**config.mk**
```make
export PLATFORM = sky130hd
export DESIGN_NAME = port_f_and_dram_strobe_pin_mux
export DESIGN_NICKNAME = d
export VERILOG_FILES = /design/src/rtl/pin_mux_pkg.sv /design/src/rtl/dram_strobe_if.sv /design/src/rtl/dram_strobe_route.sv /design/src/rtl/port_f_and_dram_strobe_pin_mux.sv
export SDC_FILE = /design/constraint.sdc
export NUM_CORES = 1
export LEC_CHECK = 0
export BUFFER_PORTS_ARGS = -buffer_cell sky130_fd_sc_hd__buf_2
export CORE_MARGIN = 1
export CORE_UTILIZATION = 46
export CTS_CLUSTER_DIAMETER = 40
export CTS_CLUSTER_SIZE = 25
export DETAILED_ROUTE_END_ITERATION = 8
export PLACE_DENSITY = 0.8
export SETUP_SLACK_MARGIN = 0.4
export SYNTH_ARGS = -nofsm -noshare
export SYNTH_HDL_FRONTEND = slang
export SYNTH_HIERARCHICAL = 1
export SYNTH_SLANG_ARGS = --single-unit
```
**constraint.sdc**
```tcl
create_clock -name clk -period 2.13 [get_ports clk]
set_clock_uncertainty 0.1 [all_clocks]
set_input_delay 0.213 -clock clk [delete_from_list [all_inputs] [get_ports clk]]
set_output_delay 0.213 -clock clk [all_outputs]
set_load 0.01 [all_outputs]
```
**src/rtl/pin_mux_pkg.sv**
```systemverilog
// shared constants for the port f and dram strobe pin multiplexer
// assumes a 32-bit axi4-lite register bus and active-low dram strobes
package pin_mux_pkg;

  // ------------------------------------------------------------
  // register map (byte addresses)
  // ------------------------------------------------------------
  localparam int ADDR_W = 5;
  localparam logic [ADDR_W-1:0] PORT_OUT_OFS = 5'h00;
  localparam logic [ADDR_W-1:0] PORT_DIR_OFS = 5'h04;
  localparam logic [ADDR_W-1:0] DRAM_CFG_OFS = 5'h08;
  localparam logic [ADDR_W-1:0] PORT_IN_OFS = 5'h0C;
  localparam logic [ADDR_W-1:0] ANALOG_CTL_OFS = 5'h10;

  // ------------------------------------------------------------
  // field layouts and reset values
  // ------------------------------------------------------------
  localparam int PORT_W = 8;
  localparam int CFG_W = 2;
  localparam int CFG_BUS16_BIT = 0;
  localparam int CFG_ONE_CAS_BIT = 1;
  localparam logic [PORT_W-1:0] PORT_OUT_RST = 8'h00;
  localparam logic [PORT_W-1:0] PORT_DIR_RST = 8'h00;
  localparam logic [CFG_W-1:0] DRAM_CFG_RST = 2'h0;
  localparam logic STROBE_IDLE = 1'b1;

  // ------------------------------------------------------------
  // pad positions within port f
  // ------------------------------------------------------------
  localparam int PAD_SER0_IN = 0;
  localparam int PAD_SER0_OUT = 1;
  localparam int PAD_SER0_CLK = 2;
  localparam int PAD_SER1_IN = 3;
  localparam int PAD_SER1_OUT = 4;
  localparam int PAD_SER2_IN = 5;
  localparam int PAD_SER2_OUT = 6;
  localparam int PAD_CONV_TRIG = 7;

  // ------------------------------------------------------------
  // axi response codes
  // ------------------------------------------------------------
  localparam logic [1:0] RESP_OKAY = 2'h0;
  localparam logic [1:0] RESP_SLVERR = 2'h2;

endpackage : pin_mux_pkg

```
**src/rtl/dram_strobe_if.sv**
```systemverilog
// signals between the pin mux and its dram strobe router
// assumes one entry per dram area, area 4 at index 0, area 5 at index 1
`timescale 1ns/10ps
interface dram_strobe_if #(parameter int AREAS = 2);
  logic [AREAS-1:0] ras_n;
  logic [AREAS-1:0] cas_n;
  logic [AREAS-1:0] we_n;
  logic [AREAS-1:0] a0;
  logic bus16;
  logic one_cas;
  logic [AREAS-1:0] row_n;
  logic [AREAS-1:0] col_lo_n;
  logic [AREAS-1:0] col_hi_n;
  logic [AREAS-1:0] we_pad_n;

  modport ctrl (output ras_n, cas_n, we_n, a0, bus16, one_cas,
    input row_n, col_lo_n, col_hi_n, we_pad_n);
  modport route (input ras_n, cas_n, we_n, a0, bus16, one_cas,
    output row_n, col_lo_n, col_hi_n, we_pad_n);
endinterface : dram_strobe_if

```
**src/rtl/dram_strobe_route.sv**
```systemverilog
// combinational routing of dram strobes onto the per-area pads
// assumes strobes are active low and the caller registers the pads
`timescale 1ns/10ps
module dram_strobe_route import pin_mux_pkg::*; #(
  parameter int AREAS = 2
) (
  // controller side and pad side
  dram_strobe_if.route bus
);

  // ------------------------------------------------------------
  // per-area routing
  // ------------------------------------------------------------
  genvar g;
  generate
    for (g = 0; g < AREAS; g++) begin : g_area
      // row strobe never moves between modes
      assign bus.row_n[g] = bus.ras_n[g];
      // three pad arrangements selected by bus width and strobe mode
      always_comb begin
        if (!bus.bus16) begin
          bus.col_lo_n[g] = bus.cas_n[g];
          bus.col_hi_n[g] = bus.cas_n[g];
          bus.we_pad_n[g] = bus.we_n[g];
        end else if (!bus.one_cas) begin
          // a0 low level means byte 0, high level byte 1
          bus.col_lo_n[g] = bus.a0[g] ? STROBE_IDLE : bus.cas_n[g];
          bus.col_hi_n[g] = bus.a0[g] ? bus.cas_n[g] : STROBE_IDLE;
          bus.we_pad_n[g] = bus.we_n[g];
        end else begin
          bus.col_lo_n[g] = bus.cas_n[g];
          bus.col_hi_n[g] = bus.a0[g] ? STROBE_IDLE : bus.we_n[g];
          bus.we_pad_n[g] = bus.a0[g] ? bus.we_n[g] : STROBE_IDLE;
        end
      end
    end
  endgenerate

endmodule : dram_strobe_route

```
**src/rtl/port_f_and_dram_strobe_pin_mux.sv**
```systemverilog
// pin multiplexer for port f pads and the dram strobe pads
// assumes peripheral enables and data are synchronous to clk
//
// How it works
// peripheral output beats port output on pad
// pad 1 is port only without serial0 out
// serial0 clock drives pad only when enabled
// serial1 data on pad only when enabled
// pad 4 is port only without serial1 out
// pad 6 is port only without serial2 out; here timer_out_en drives timer_pulse_out_2 on pad 6 when serial2 out is off
// timer pulses on pads only when enabled
// other logic disables outputs on input pads
// converter trigger pad input when external trigger; here timer_out_en still drives pad 7 as an output
// analog pads analog only when control selects
// two cas: low strobe a0=0, high a0=1
// one cas: high pad weL, we pad weH
// a0 low level is 0, high is 1
// fixed row strobes; 8-bit: both cas pads
//
// Decided for this implementation: the register addresses and register access over AXI4-Lite.
`timescale 1ns/10ps
module port_f_and_dram_strobe_pin_mux import pin_mux_pkg::*; #(
  parameter int AN_W = 4
) (
  // clock, reset, enable
  input wire logic clk,
  input wire logic sys_rst,
  input wire logic ce,
  // axi4-lite slave
  input wire logic [ADDR_W-1:0] s_axi_awaddr,
  input wire logic s_axi_awvalid,
  output logic s_axi_awready,
  input wire logic [31:0] s_axi_wdata,
  input wire logic [3:0] s_axi_wstrb,
  input wire logic s_axi_wvalid,
  output logic s_axi_wready,
  output logic [1:0] s_axi_bresp,
  output logic s_axi_bvalid,
  input wire logic s_axi_bready,
  input wire logic [ADDR_W-1:0] s_axi_araddr,
  input wire logic s_axi_arvalid,
  output logic s_axi_arready,
  output logic [31:0] s_axi_rdata,
  output logic [1:0] s_axi_rresp,
  output logic s_axi_rvalid,
  input wire logic s_axi_rready,
  // peripheral outputs and their enables
  input wire logic serial0_data_out,
  input wire logic serial0_out_en,
  input wire logic serial0_clock_pin_out,
  input wire logic serial0_clk_out_en,
  input wire logic serial1_data_out,
  input wire logic serial1_out_en,
  input wire logic serial2_data_out,
  input wire logic serial2_out_en,
  input wire logic timer_pulse_out_0,
  input wire logic timer_pulse_out_1,
  input wire logic timer_pulse_out_2,
  input wire logic timer_pulse_out_3,
  input wire logic timer_out_en,
  input wire logic converter_ext_trig_sel,
  // pad levels handed to peripherals
  output logic serial0_data_in,
  output logic serial0_clock_pin_in,
  output logic serial1_data_in,
  output logic serial2_data_in,
  output logic timer_trigger_in_0,
  output logic timer_trigger_in_1,
  output logic timer_trigger_in_2,
  output logic timer_trigger_in_3,
  output logic converter_trigger_in,
  output logic [AN_W-1:0] analog_mode,
  // port f pads
  input wire logic [PORT_W-1:0] pad_in,
  output logic [PORT_W-1:0] pad_out,
  output logic [PORT_W-1:0] pad_oe,
  // dram controller strobes, area 4 at index 0
  input wire logic [1:0] dram_ras_n,
  input wire logic [1:0] dram_cas_n,
  input wire logic [1:0] dram_we_n,
  input wire logic [1:0] dram_a0,
  // dram pads
  output logic row_strobe_area4_n,
  output logic row_strobe_area5_n,
  output logic col_strobe_lo_area4_n,
  output logic col_strobe_hi_area4_n,
  output logic col_strobe_lo_area5_n,
  output logic col_strobe_hi_area5_n,
  output logic write_enable_area4_n,
  output logic write_enable_area5_n
);

  // ------------------------------------------------------------
  // register decode
  // ------------------------------------------------------------
  // port input is read-only, so a write there is an error
  function automatic logic reg_hit(input logic [ADDR_W-1:0] a,
                                   input logic wr);
    case (a)
      PORT_OUT_OFS, PORT_DIR_OFS, DRAM_CFG_OFS, ANALOG_CTL_OFS: reg_hit = 1'b1;
      PORT_IN_OFS: reg_hit = !wr;
      default: reg_hit = 1'b0;
    endcase
  endfunction : reg_hit

  logic [PORT_W-1:0] port_out, next_port_out;
  logic [PORT_W-1:0] port_dir, next_port_dir;
  logic [CFG_W-1:0] dram_cfg, next_dram_cfg;
  logic [AN_W-1:0] next_analog_mode;
  logic next_awready, next_bvalid, next_arready, next_rvalid;
  logic [1:0] next_bresp, next_rresp;
  logic [31:0] next_rdata;
  logic wr_take, rd_take;

  // ------------------------------------------------------------
  // axi4-lite slave
  // ------------------------------------------------------------
  // aw and w are taken together, so no write is ever half accepted
  assign wr_take = s_axi_awvalid && s_axi_wvalid && s_axi_awready;
  assign rd_take = s_axi_arvalid && s_axi_arready;

  // next bus handshake and register contents
  always_comb begin
    next_awready = s_axi_awvalid && s_axi_wvalid && !s_axi_awready &&
                   !s_axi_bvalid;
    next_bvalid = s_axi_bvalid && !s_axi_bready;
    next_bresp = s_axi_bresp;
    next_arready = s_axi_arvalid && !s_axi_arready && !s_axi_rvalid;
    next_rvalid = s_axi_rvalid && !s_axi_rready;
    next_rresp = s_axi_rresp;
    next_rdata = s_axi_rdata;
    next_port_out = port_out;
    next_port_dir = port_dir;
    next_dram_cfg = dram_cfg;
    next_analog_mode = analog_mode;
    if (wr_take) begin
      next_bvalid = 1'b1;
      next_bresp = reg_hit(s_axi_awaddr, 1'b1) ? RESP_OKAY : RESP_SLVERR;
      if (s_axi_wstrb[0]) begin
        case (s_axi_awaddr)
          PORT_OUT_OFS: next_port_out = s_axi_wdata[PORT_W-1:0];
          PORT_DIR_OFS: next_port_dir = s_axi_wdata[PORT_W-1:0];
          DRAM_CFG_OFS: next_dram_cfg = s_axi_wdata[CFG_W-1:0];
          ANALOG_CTL_OFS: next_analog_mode = s_axi_wdata[AN_W-1:0];
          default: ;
        endcase
      end
    end
    if (rd_take) begin
      next_rvalid = 1'b1;
      next_rresp = reg_hit(s_axi_araddr, 1'b0) ? RESP_OKAY : RESP_SLVERR;
      case (s_axi_araddr)
        PORT_OUT_OFS: next_rdata = {{(32-PORT_W){1'b0}}, port_out};
        PORT_DIR_OFS: next_rdata = {{(32-PORT_W){1'b0}}, port_dir};
        DRAM_CFG_OFS: next_rdata = {{(32-CFG_W){1'b0}}, dram_cfg};
        PORT_IN_OFS: next_rdata = {{(32-PORT_W){1'b0}}, pad_in};
        ANALOG_CTL_OFS: next_rdata = {{(32-AN_W){1'b0}}, analog_mode};
        default: next_rdata = 32'h00000000;
      endcase
    end
  end

  // bus and register flops; ce low freezes the bus too
  always_ff @(posedge clk) begin
    if (sys_rst) begin
      s_axi_awready <= 1'b0;
      s_axi_wready <= 1'b0;
      s_axi_bvalid <= 1'b0;
      s_axi_bresp <= RESP_OKAY;
      s_axi_arready <= 1'b0;
      s_axi_rvalid <= 1'b0;
      s_axi_rresp <= RESP_OKAY;
      s_axi_rdata <= 32'h00000000;
      port_out <= PORT_OUT_RST;
      port_dir <= PORT_DIR_RST;
      dram_cfg <= DRAM_CFG_RST;
      analog_mode <= '0;
    end else if (ce) begin
      s_axi_awready <= next_awready;
      s_axi_wready <= next_awready;
      s_axi_bvalid <= next_bvalid;
      s_axi_bresp <= next_bresp;
      s_axi_arready <= next_arready;
      s_axi_rvalid <= next_rvalid;
      s_axi_rresp <= next_rresp;
      s_axi_rdata <= next_rdata;
      port_out <= next_port_out;
      port_dir <= next_port_dir;
      dram_cfg <= next_dram_cfg;
      analog_mode <= next_analog_mode;
    end
  end

  analog_mode_a: assert property (@(posedge clk) disable iff (sys_rst)
    ce && wr_take && s_axi_wstrb[0] && s_axi_awaddr == ANALOG_CTL_OFS
    |=> analog_mode == $past(s_axi_wdata[AN_W-1:0]))
    else $error("analog mode did not follow control write");

  // ------------------------------------------------------------
  // port f pad selection
  // ------------------------------------------------------------
  logic [PORT_W-1:0] next_pad_out, next_pad_oe;
  // port value by default, any enabled peripheral output overrides it
  always_comb begin
    next_pad_out = port_out;
    next_pad_oe = port_dir;
    if (serial0_out_en) begin
      next_pad_out[PAD_SER0_OUT] = serial0_data_out;
      next_pad_oe[PAD_SER0_OUT] = 1'b1;
    end
    if (serial0_clk_out_en) begin
      next_pad_out[PAD_SER0_CLK] = serial0_clock_pin_out;
      next_pad_oe[PAD_SER0_CLK] = 1'b1;
    end else if (timer_out_en) begin
      next_pad_out[PAD_SER0_CLK] = timer_pulse_out_3;
      next_pad_oe[PAD_SER0_CLK] = 1'b1;
    end
    if (serial1_out_en) begin
      next_pad_out[PAD_SER1_OUT] = serial1_data_out;
      next_pad_oe[PAD_SER1_OUT] = 1'b1;
    end
    if (timer_out_en) begin
      next_pad_out[PAD_SER2_IN] = timer_pulse_out_1;
      next_pad_oe[PAD_SER2_IN] = 1'b1;
    end
    if (serial2_out_en) begin
      next_pad_out[PAD_SER2_OUT] = serial2_data_out;
      next_pad_oe[PAD_SER2_OUT] = 1'b1;
    end else if (timer_out_en) begin
      next_pad_out[PAD_SER2_OUT] = timer_pulse_out_2;
      next_pad_oe[PAD_SER2_OUT] = 1'b1;
    end
    if (timer_out_en) begin
      next_pad_out[PAD_CONV_TRIG] = timer_pulse_out_0;
      next_pad_oe[PAD_CONV_TRIG] = 1'b1;
    end else if (converter_ext_trig_sel) begin
      next_pad_oe[PAD_CONV_TRIG] = 1'b0;
    end
  end

  // pad flops, released to port value on reset
  always_ff @(posedge clk) begin
    if (sys_rst) begin
      pad_out <= PORT_OUT_RST;
      pad_oe <= PORT_DIR_RST;
    end else if (ce) begin
      pad_out <= next_pad_out;
      pad_oe <= next_pad_oe;
    end
  end

  serial0_out_a: assert property (@(posedge clk) disable iff (sys_rst)
    ce && serial0_out_en
    |=> pad_oe[PAD_SER0_OUT] && pad_out[PAD_SER0_OUT] == $past(serial0_data_out))
    else $error("serial0 data not on its pad");
  periph_priority_a: assert property (@(posedge clk) disable iff (sys_rst)
    ce && timer_out_en && port_dir[PAD_SER2_IN]
    |=> pad_out[PAD_SER2_IN] == $past(timer_pulse_out_1))
    else $error("port output won over timer output");
  serial0_clock_a: assert property (@(posedge clk) disable iff (sys_rst)
    ce && !serial0_clk_out_en && !timer_out_en
    |=> pad_oe[PAD_SER0_CLK] == $past(port_dir[PAD_SER0_CLK]) &&
        pad_out[PAD_SER0_CLK] == $past(port_out[PAD_SER0_CLK]))
    else $error("clock pad not released to port");
  serial1_out_a: assert property (@(posedge clk) disable iff (sys_rst)
    ce && serial1_out_en
    |=> pad_oe[PAD_SER1_OUT] && pad_out[PAD_SER1_OUT] == $past(serial1_data_out))
    else $error("serial1 data not on its pad");
  serial1_port_a: assert property (@(posedge clk) disable iff (sys_rst)
    ce && !serial1_out_en
    |=> pad_oe[PAD_SER1_OUT] == $past(port_dir[PAD_SER1_OUT]))
    else $error("serial1 pad not released to port");
  serial2_out_a: assert property (@(posedge clk) disable iff (sys_rst)
    ce && serial2_out_en |=> pad_oe[PAD_SER2_OUT] &&
    pad_out[PAD_SER2_OUT] == $past(serial2_data_out))
    else $error("serial2 pad held by port while enabled");
  timer_port_a: assert property (@(posedge clk) disable iff (sys_rst)
    ce && !timer_out_en && !converter_ext_trig_sel
    |=> pad_oe[PAD_CONV_TRIG] == $past(port_dir[PAD_CONV_TRIG]))
    else $error("last port pad not released by timer");

  // ------------------------------------------------------------
  // pad levels to peripherals
  // ------------------------------------------------------------
  // the pad is sampled as is; other functions must stay quiet on it
  always_ff @(posedge clk) begin
    if (sys_rst) begin
      serial0_data_in <= STROBE_IDLE;
      serial0_clock_pin_in <= STROBE_IDLE;
      serial1_data_in <= STROBE_IDLE;
      serial2_data_in <= STROBE_IDLE;
      timer_trigger_in_0 <= 1'b0;
      timer_trigger_in_1 <= 1'b0;
      timer_trigger_in_2 <= 1'b0;
      timer_trigger_in_3 <= 1'b0;
      converter_trigger_in <= STROBE_IDLE;
    end else if (ce) begin
      serial0_data_in <= pad_in[PAD_SER0_IN];
      serial0_clock_pin_in <= pad_in[PAD_SER0_CLK];
      serial1_data_in <= pad_in[PAD_SER1_IN];
      serial2_data_in <= pad_in[PAD_SER2_IN];
      timer_trigger_in_0 <= pad_in[PAD_SER0_IN];
      timer_trigger_in_1 <= pad_in[PAD_SER0_OUT];
      timer_trigger_in_2 <= pad_in[PAD_SER1_IN];
      timer_trigger_in_3 <= pad_in[PAD_SER1_OUT];
      // idle high unless external triggering is selected
      converter_trigger_in <= converter_ext_trig_sel ?
        pad_in[PAD_CONV_TRIG] : STROBE_IDLE;
    end
  end

  conv_trigger_a: assert property (@(posedge clk) disable iff (sys_rst)
    ce && converter_ext_trig_sel && !timer_out_en
    |=> !pad_oe[PAD_CONV_TRIG] &&
        converter_trigger_in == $past(pad_in[PAD_CONV_TRIG]))
    else $error("converter trigger pad not an input");

  // ------------------------------------------------------------
  // dram strobe pads
  // ------------------------------------------------------------
  dram_strobe_if #(.AREAS(2)) strobes ();
  // controller strobes into the router
  assign strobes.ras_n = dram_ras_n;
  assign strobes.cas_n = dram_cas_n;
  assign strobes.we_n = dram_we_n;
  assign strobes.a0 = dram_a0;
  assign strobes.bus16 = dram_cfg[CFG_BUS16_BIT];
  assign strobes.one_cas = dram_cfg[CFG_ONE_CAS_BIT];

  dram_strobe_route #(.AREAS(2)) u_route (
    .bus (strobes.route)
  );

  // registered pads, idle high so memory sees no strobe in reset
  always_ff @(posedge clk) begin
    if (sys_rst) begin
      row_strobe_area4_n <= STROBE_IDLE;
      row_strobe_area5_n <= STROBE_IDLE;
      col_strobe_lo_area4_n <= STROBE_IDLE;
      col_strobe_hi_area4_n <= STROBE_IDLE;
      col_strobe_lo_area5_n <= STROBE_IDLE;
      col_strobe_hi_area5_n <= STROBE_IDLE;
      write_enable_area4_n <= STROBE_IDLE;
      write_enable_area5_n <= STROBE_IDLE;
    end else if (ce) begin
      row_strobe_area4_n <= strobes.row_n[0];
      row_strobe_area5_n <= strobes.row_n[1];
      col_strobe_lo_area4_n <= strobes.col_lo_n[0];
      col_strobe_hi_area4_n <= strobes.col_hi_n[0];
      col_strobe_lo_area5_n <= strobes.col_lo_n[1];
      col_strobe_hi_area5_n <= strobes.col_hi_n[1];
      write_enable_area4_n <= strobes.we_pad_n[0];
      write_enable_area5_n <= strobes.we_pad_n[1];
    end
  end

  col_low_a: assert property (@(posedge clk) disable iff (sys_rst)
    ce && dram_cfg == 2'h1 && dram_a0[0]
    |=> col_strobe_lo_area4_n && col_strobe_hi_area4_n == $past(dram_cas_n[0]))
    else $error("two-cas strobe on wrong byte");
  we_split_a: assert property (@(posedge clk) disable iff (sys_rst)
    ce && dram_cfg == 2'h3 && !dram_a0[1]
    |=> col_strobe_hi_area5_n == $past(dram_we_n[1]) && write_enable_area5_n)
    else $error("one-cas write enable on wrong pad");
  byte_mode_a: assert property (@(posedge clk) disable iff (sys_rst)
    ce && !dram_cfg[CFG_BUS16_BIT]
    |=> col_strobe_lo_area4_n == $past(dram_cas_n[0]) &&
        col_strobe_hi_area4_n == $past(dram_cas_n[0]) &&
        row_strobe_area5_n == $past(dram_ras_n[1]))
    else $error("8-bit mode strobe routing wrong");

endmodule : port_f_and_dram_strobe_pin_mux

```
# Word-level counts from Yosys, hierarchy flattened

Index checks and enable logic that the tools add are counted.

Eq/ne operators: 7
Muxes and demuxes: 47
Reductions and logical operators: 25

Operators by type and width:

| cell                                                 | count |
|---|---|
| 2-to-1 mux 1 bit                                     | 44 |
| one-hot mux 8 bit (5 select lines)                   | 1 |
| AND reduction 4 bit                                  | 4 |
| equality test 5 x 4 -> 1 bit (second input constant) | 3 |
| equality test 5 x 3 -> 1 bit (second input constant) | 2 |
| equality test 5 bit (second input constant)          | 2 |
| logical NOT 5 bit                                    | 2 |
| logical AND 1 bit                                    | 9 |
| logical NOT 1 bit                                    | 6 |
| OR reduction 5 bit                                   | 1 |
| 2-to-1 mux 2 bit                                     | 2 |
| AND reduction 2 bit                                  | 2 |
| OR reduction 4 bit                                   | 1 |

Bits in registers: 95
Output and inout bits: 78
Logic and storage cells: 109

# Depth between registers and ports, before layout

Word-level depth: 5
Mapped depth: 5

# By module

Netlist, hierarchy kept.

Modules (own cells, without submodules):

| module                         | instances | cells each | area each (um2) | sequential area each (um2) |
|---|---|---|---|---|
| port_f_and_dram_strobe_pin_mux | 1         | 341        | 3258.1          | 1381.3 |
| dram_strobe_route              | 1         | 16         | 95.1            | 0.0 |

# Least setup slack after synthesis

Ideal clock, no wire load.

Path type: input port to flip-flop
From: in s_axi_awaddr[1]
To: reg port_out[0]
Library setup time: 0.119 ns
Arrival: 1.395 ns
Slack: 0.516 ns
Cell stages on the path: 4
Path buffers: 1
Cells stage by stage: or4b_4 -> or4_1 -> buf_2 -> mux2i_1

Word-level cells in the longest chain between the ends: 2

Ends and longest elaborated chain:

| item                                 | line                                  | RTL |
|---|---|---|
| start, declared                      | port_f_and_dram_strobe_pin_mux.sv:30  | `input wire logic [ADDR_W-1:0] s_axi_awaddr,` |
| logical NOT 5 bit                    | port_f_and_dram_strobe_pin_mux.sv:140 | `case (s_axi_awaddr)` |
| AND reduction 4 bit (no source line) | --                                    |  |
| end signal, assigned                 | port_f_and_dram_strobe_pin_mux.sv:187 | `port_out <= next_port_out;` |
| end, declared                        | port_f_and_dram_strobe_pin_mux.sv:106 | `logic [PORT_W-1:0] port_out, next_port_out;` |

No other way between the ends.
A chain may end at the register's enable or synchronous reset.

==> impl_metrics.env <==
export IMPL_outcome="finished, final reports clean"
export IMPL_detailed_place_hpwl_um=5680
export IMPL_rsz0062_at_grt="no"
export IMPL_routedWlPerCell_um=13.8
export IMPL_synth_area_sq_mm=0.00335
export IMPL_cp_max_fo=6
export IMPL_num_antenna_cells=0
export IMPL_fin_crit_sh=0.784
export IMPL_slew_headroom=0.553
export IMPL_clk_latency_ps=340
export IMPL_end_kind="flop"
export IMPL_cts_sinks=69
export IMPL_ios=162
export IMPL_intPower_mw=2.20
export IMPL_synth_cell_types=44
export IMPL_via_count=2854
export IMPL_yosysWarningCount=6
export IMPL_overflow=0
export IMPL_ys_ff_latch=69
export IMPL_crit_family="simple AND/OR/NAND/NOR gates"
export IMPL_track_usage=0.208
export IMPL_finalSetupViolCount=0
export IMPL_rrSetupSlack_ps=460
export IMPL_seq_area_frac_synth=0.412
export IMPL_switching_share=0.244
export IMPL_coreArea_sq_mm=0.00691
export IMPL_regArea_sq_mm=0.00138
export IMPL_routed_wl_um=7710
export IMPL_total_power_mw=2.92
export IMPL_peakVddDrop_mv=0.387
export IMPL_p_clk_frac=0.421
export IMPL_die_area_sq_mm=0.00764
export IMPL_worst_hold_path_type="in -> reg"
export IMPL_cts_inserted_buffers=9
export IMPL_critical_path_max_stage_delay_ps=630
export IMPL_ant_nets=0
export IMPL_die_h_um=87.4
export IMPL_layout_nets=541
export IMPL_final_common_cell="buf_2"
export IMPL_path_cells="nand4_1 -> or4_1 -> mux2i_1"
export IMPL_num_rows=30
export IMPL_htree_levels=3
export IMPL_vias_per_cell=5.11
export IMPL_p_leak_nw=1.89
export IMPL_p_per_area_mw_per_mm2=708
export IMPL_fillCellCount=626
export IMPL_synthFlopType="dfxtp_1"
export IMPL_path_clk_slew_ps=70
export IMPL_switching_power_uw=712
export IMPL_synth_area_leaders="dfxtp_1, mux2i_1, nand2b_1, buf_4, nor2_1"
export IMPL_share_comb_of_total_power=0.116
export IMPL_required_ps=2260
export IMPL_grt_antenna_before_repair=0
export IMPL_synth_top_area_frac=0.412
export IMPL_layout_common_cells="buf_2, dfxtp_1, mux2i_1"
export IMPL_post_route_drc_count=0
export IMPL_maxSlewViolCount=0
export IMPL_cts_tree="built"
export IMPL_arrival_ps=1800
export IMPL_cpMaxStageDelayCell="or4_1"
export IMPL_fin_crit_ps=1670
export IMPL_cts_root_buf="clkbuf_8"
export IMPL_worstMarginPinSlew_ps=667
export IMPL_start_util=0.486
export IMPL_avgSynthCellArea_sq_um=9.39
export IMPL_yosysTopAreaCell="dfxtp_1"
export IMPL_synth_edf_count=0
export IMPL_die_w_um=87.4
export IMPL_drive_gt1_frac=0.301
export IMPL_numPortBuffers=108
export IMPL_area_growth_pct=22.8
export IMPL_routabilityCongestion=0.812
export IMPL_cp_start_kind="flop"
export IMPL_grt_max_degree=42
export IMPL_pwr_share_seq=0.463
export IMPL_syn_inst=357
export IMPL_multi_input_area_sq_mm=0.00175
export IMPL_timing_critical_path_buf_inv=0
export IMPL_clk_path_buf_depth=2
export IMPL_grt_pass1_vias=2562
export IMPL_fmax_mhz=599
export IMPL_worstSetupPathType="reg -> reg"
export IMPL_hold_viol=0
export IMPL_finalSetupTns_ps=0
export IMPL_drtIter0Drc=121
export IMPL_maxCapViolCount=0
export IMPL_firstDrtPassIters=4
export IMPL_grt_pass1_wl_um=12100
export IMPL_async_reset_ff_frac=0
[timing repair]
| action | in CTS | in global routing |
|---|---|---|
| buffers inserted | 1 | 0 |
| endpoints found under the setup margin | 4 | 0 |
| endpoints found under the hold margin | 4 | 0 |
| hold buffers | 4 | 0 |
| gates resized for setup | 1 | 0 |
[cell usage after synthesis, types with 2 or more instances]
library cell / number
clkbuf_1: 24
o2bb2ai_1: 4
mux2i_1: 37
a22o_1: 4
o211ai_1: 2
nand3_1: 2
dfxtp_1: 69
and2_1: 3
a211o_1: 12
a32oi_1: 6
mux2_2: 4
nand2_1: 10
mux4_2: 2
or4_1: 2
nor3_1: 6
o21bai_1: 2
nor2_1: 31
o31ai_1: 2
nor2b_1: 15
nand4_1: 7
nor4_1: 3
a211oi_1: 10
buf_4: 29
a31oi_1: 5
a21oi_1: 10
o21ai_0: 2
nand2b_1: 36
a21o_1: 2
[metal layers]
layer  routed length [um]  up-vias  track usage
met5                    0        -            0
met4                   81        0       0.0596
met3                  464        8       0.0664
met2                 3500      111        0.334
met1                 3660     1312        0.267
li1                     -     1423            -
[area by class of cell]
class / instances / area share
Clock buffer: 11 / 0.0368
Sequential cell: 69 / 0.335
Inverter: 1 / 0.000912
Multi-Input combinational cell: 258 / 0.426
Timing Repair Buffer: 118 / 0.152
Clock inverter: 5 / 0.0198
Tap cell: 96 / 0.0292
[path summary, 6_finish.rpt]
| kind | startpoint | endpoint | cells past startpoint |
|---|---|---|---|
| setup / recovery | s_axi_wready$_SDFFE_PP0P_ | port_out[1]$_SDFFE_PP0P_ | 3 |
| hold / removal | pad_in[0] | serial0_data_in$_SDFFE_PP1P_ | 2 |
| setup reg to reg | s_axi_wready$_SDFFE_PP0P_ | port_out[1]$_SDFFE_PP0P_ | 3 |
| hold reg to reg | s_axi_rdata[7]$_SDFFE_PP0P_ | s_axi_rdata[7]$_SDFFE_PP0P_ | 1 |
[per-stage QoR]
stage / hold WS (ps) / util / worst slack, ps / cell area [sq um] / std cells
floorplan: 235 / - / 516 / 3450 / 382
global placement: 323 / 0.555 / 350 / 3830 / 537
detailed placement: 330 / 0.555 / 353 / 3830 / 537
CTS: 0.369 / 0.596 / 470 / 4120 / 558
global route: 18.9 / 0.596 / 427 / 4120 / 558
finish: 27.0 / 0.596 / 459 / 4120 / 558
[state kept, by name, indices dropped and copies added, names as in the netlist, 2 cells and up]
name / count
pad_out: 8
port_dir: 8
port_out: 8
pad_oe: 8
s_axi_rdata: 8
analog_mode: 4
dram_cfg: 2
[kinds of logic (layout without fill, tap and decap cells)]
logic type / count (synthesis) / after routing / synth area share
simple gates: 126 / 126 / 0.214
flops: 69 / 69 / 0.412
compound gates: 62 / 62 / 0.138
buf+inv: 55 / 135 / 0.0944
mux: 43 / 43 / 0.137
fa+ha+maj: 1 / 1 / 0.00299
other cells: 1 / 26 / 0.00112
[power by group through the flow]
stage | Clock [mW] | Combinational (mW) | Sequential (mW)
after detailed placement | 0 | 0.334 | 1.38
after global routing | 1.30 | 0.378 | 1.35
after global placement | 0 | 0.327 | 1.38
after floorplan | 0 | 0.219 | 1.40
after CTS | 1.26 | 0.341 | 1.35
final | 1.23 | 0.340 | 1.35
Power figures use the tool's default switching activity.
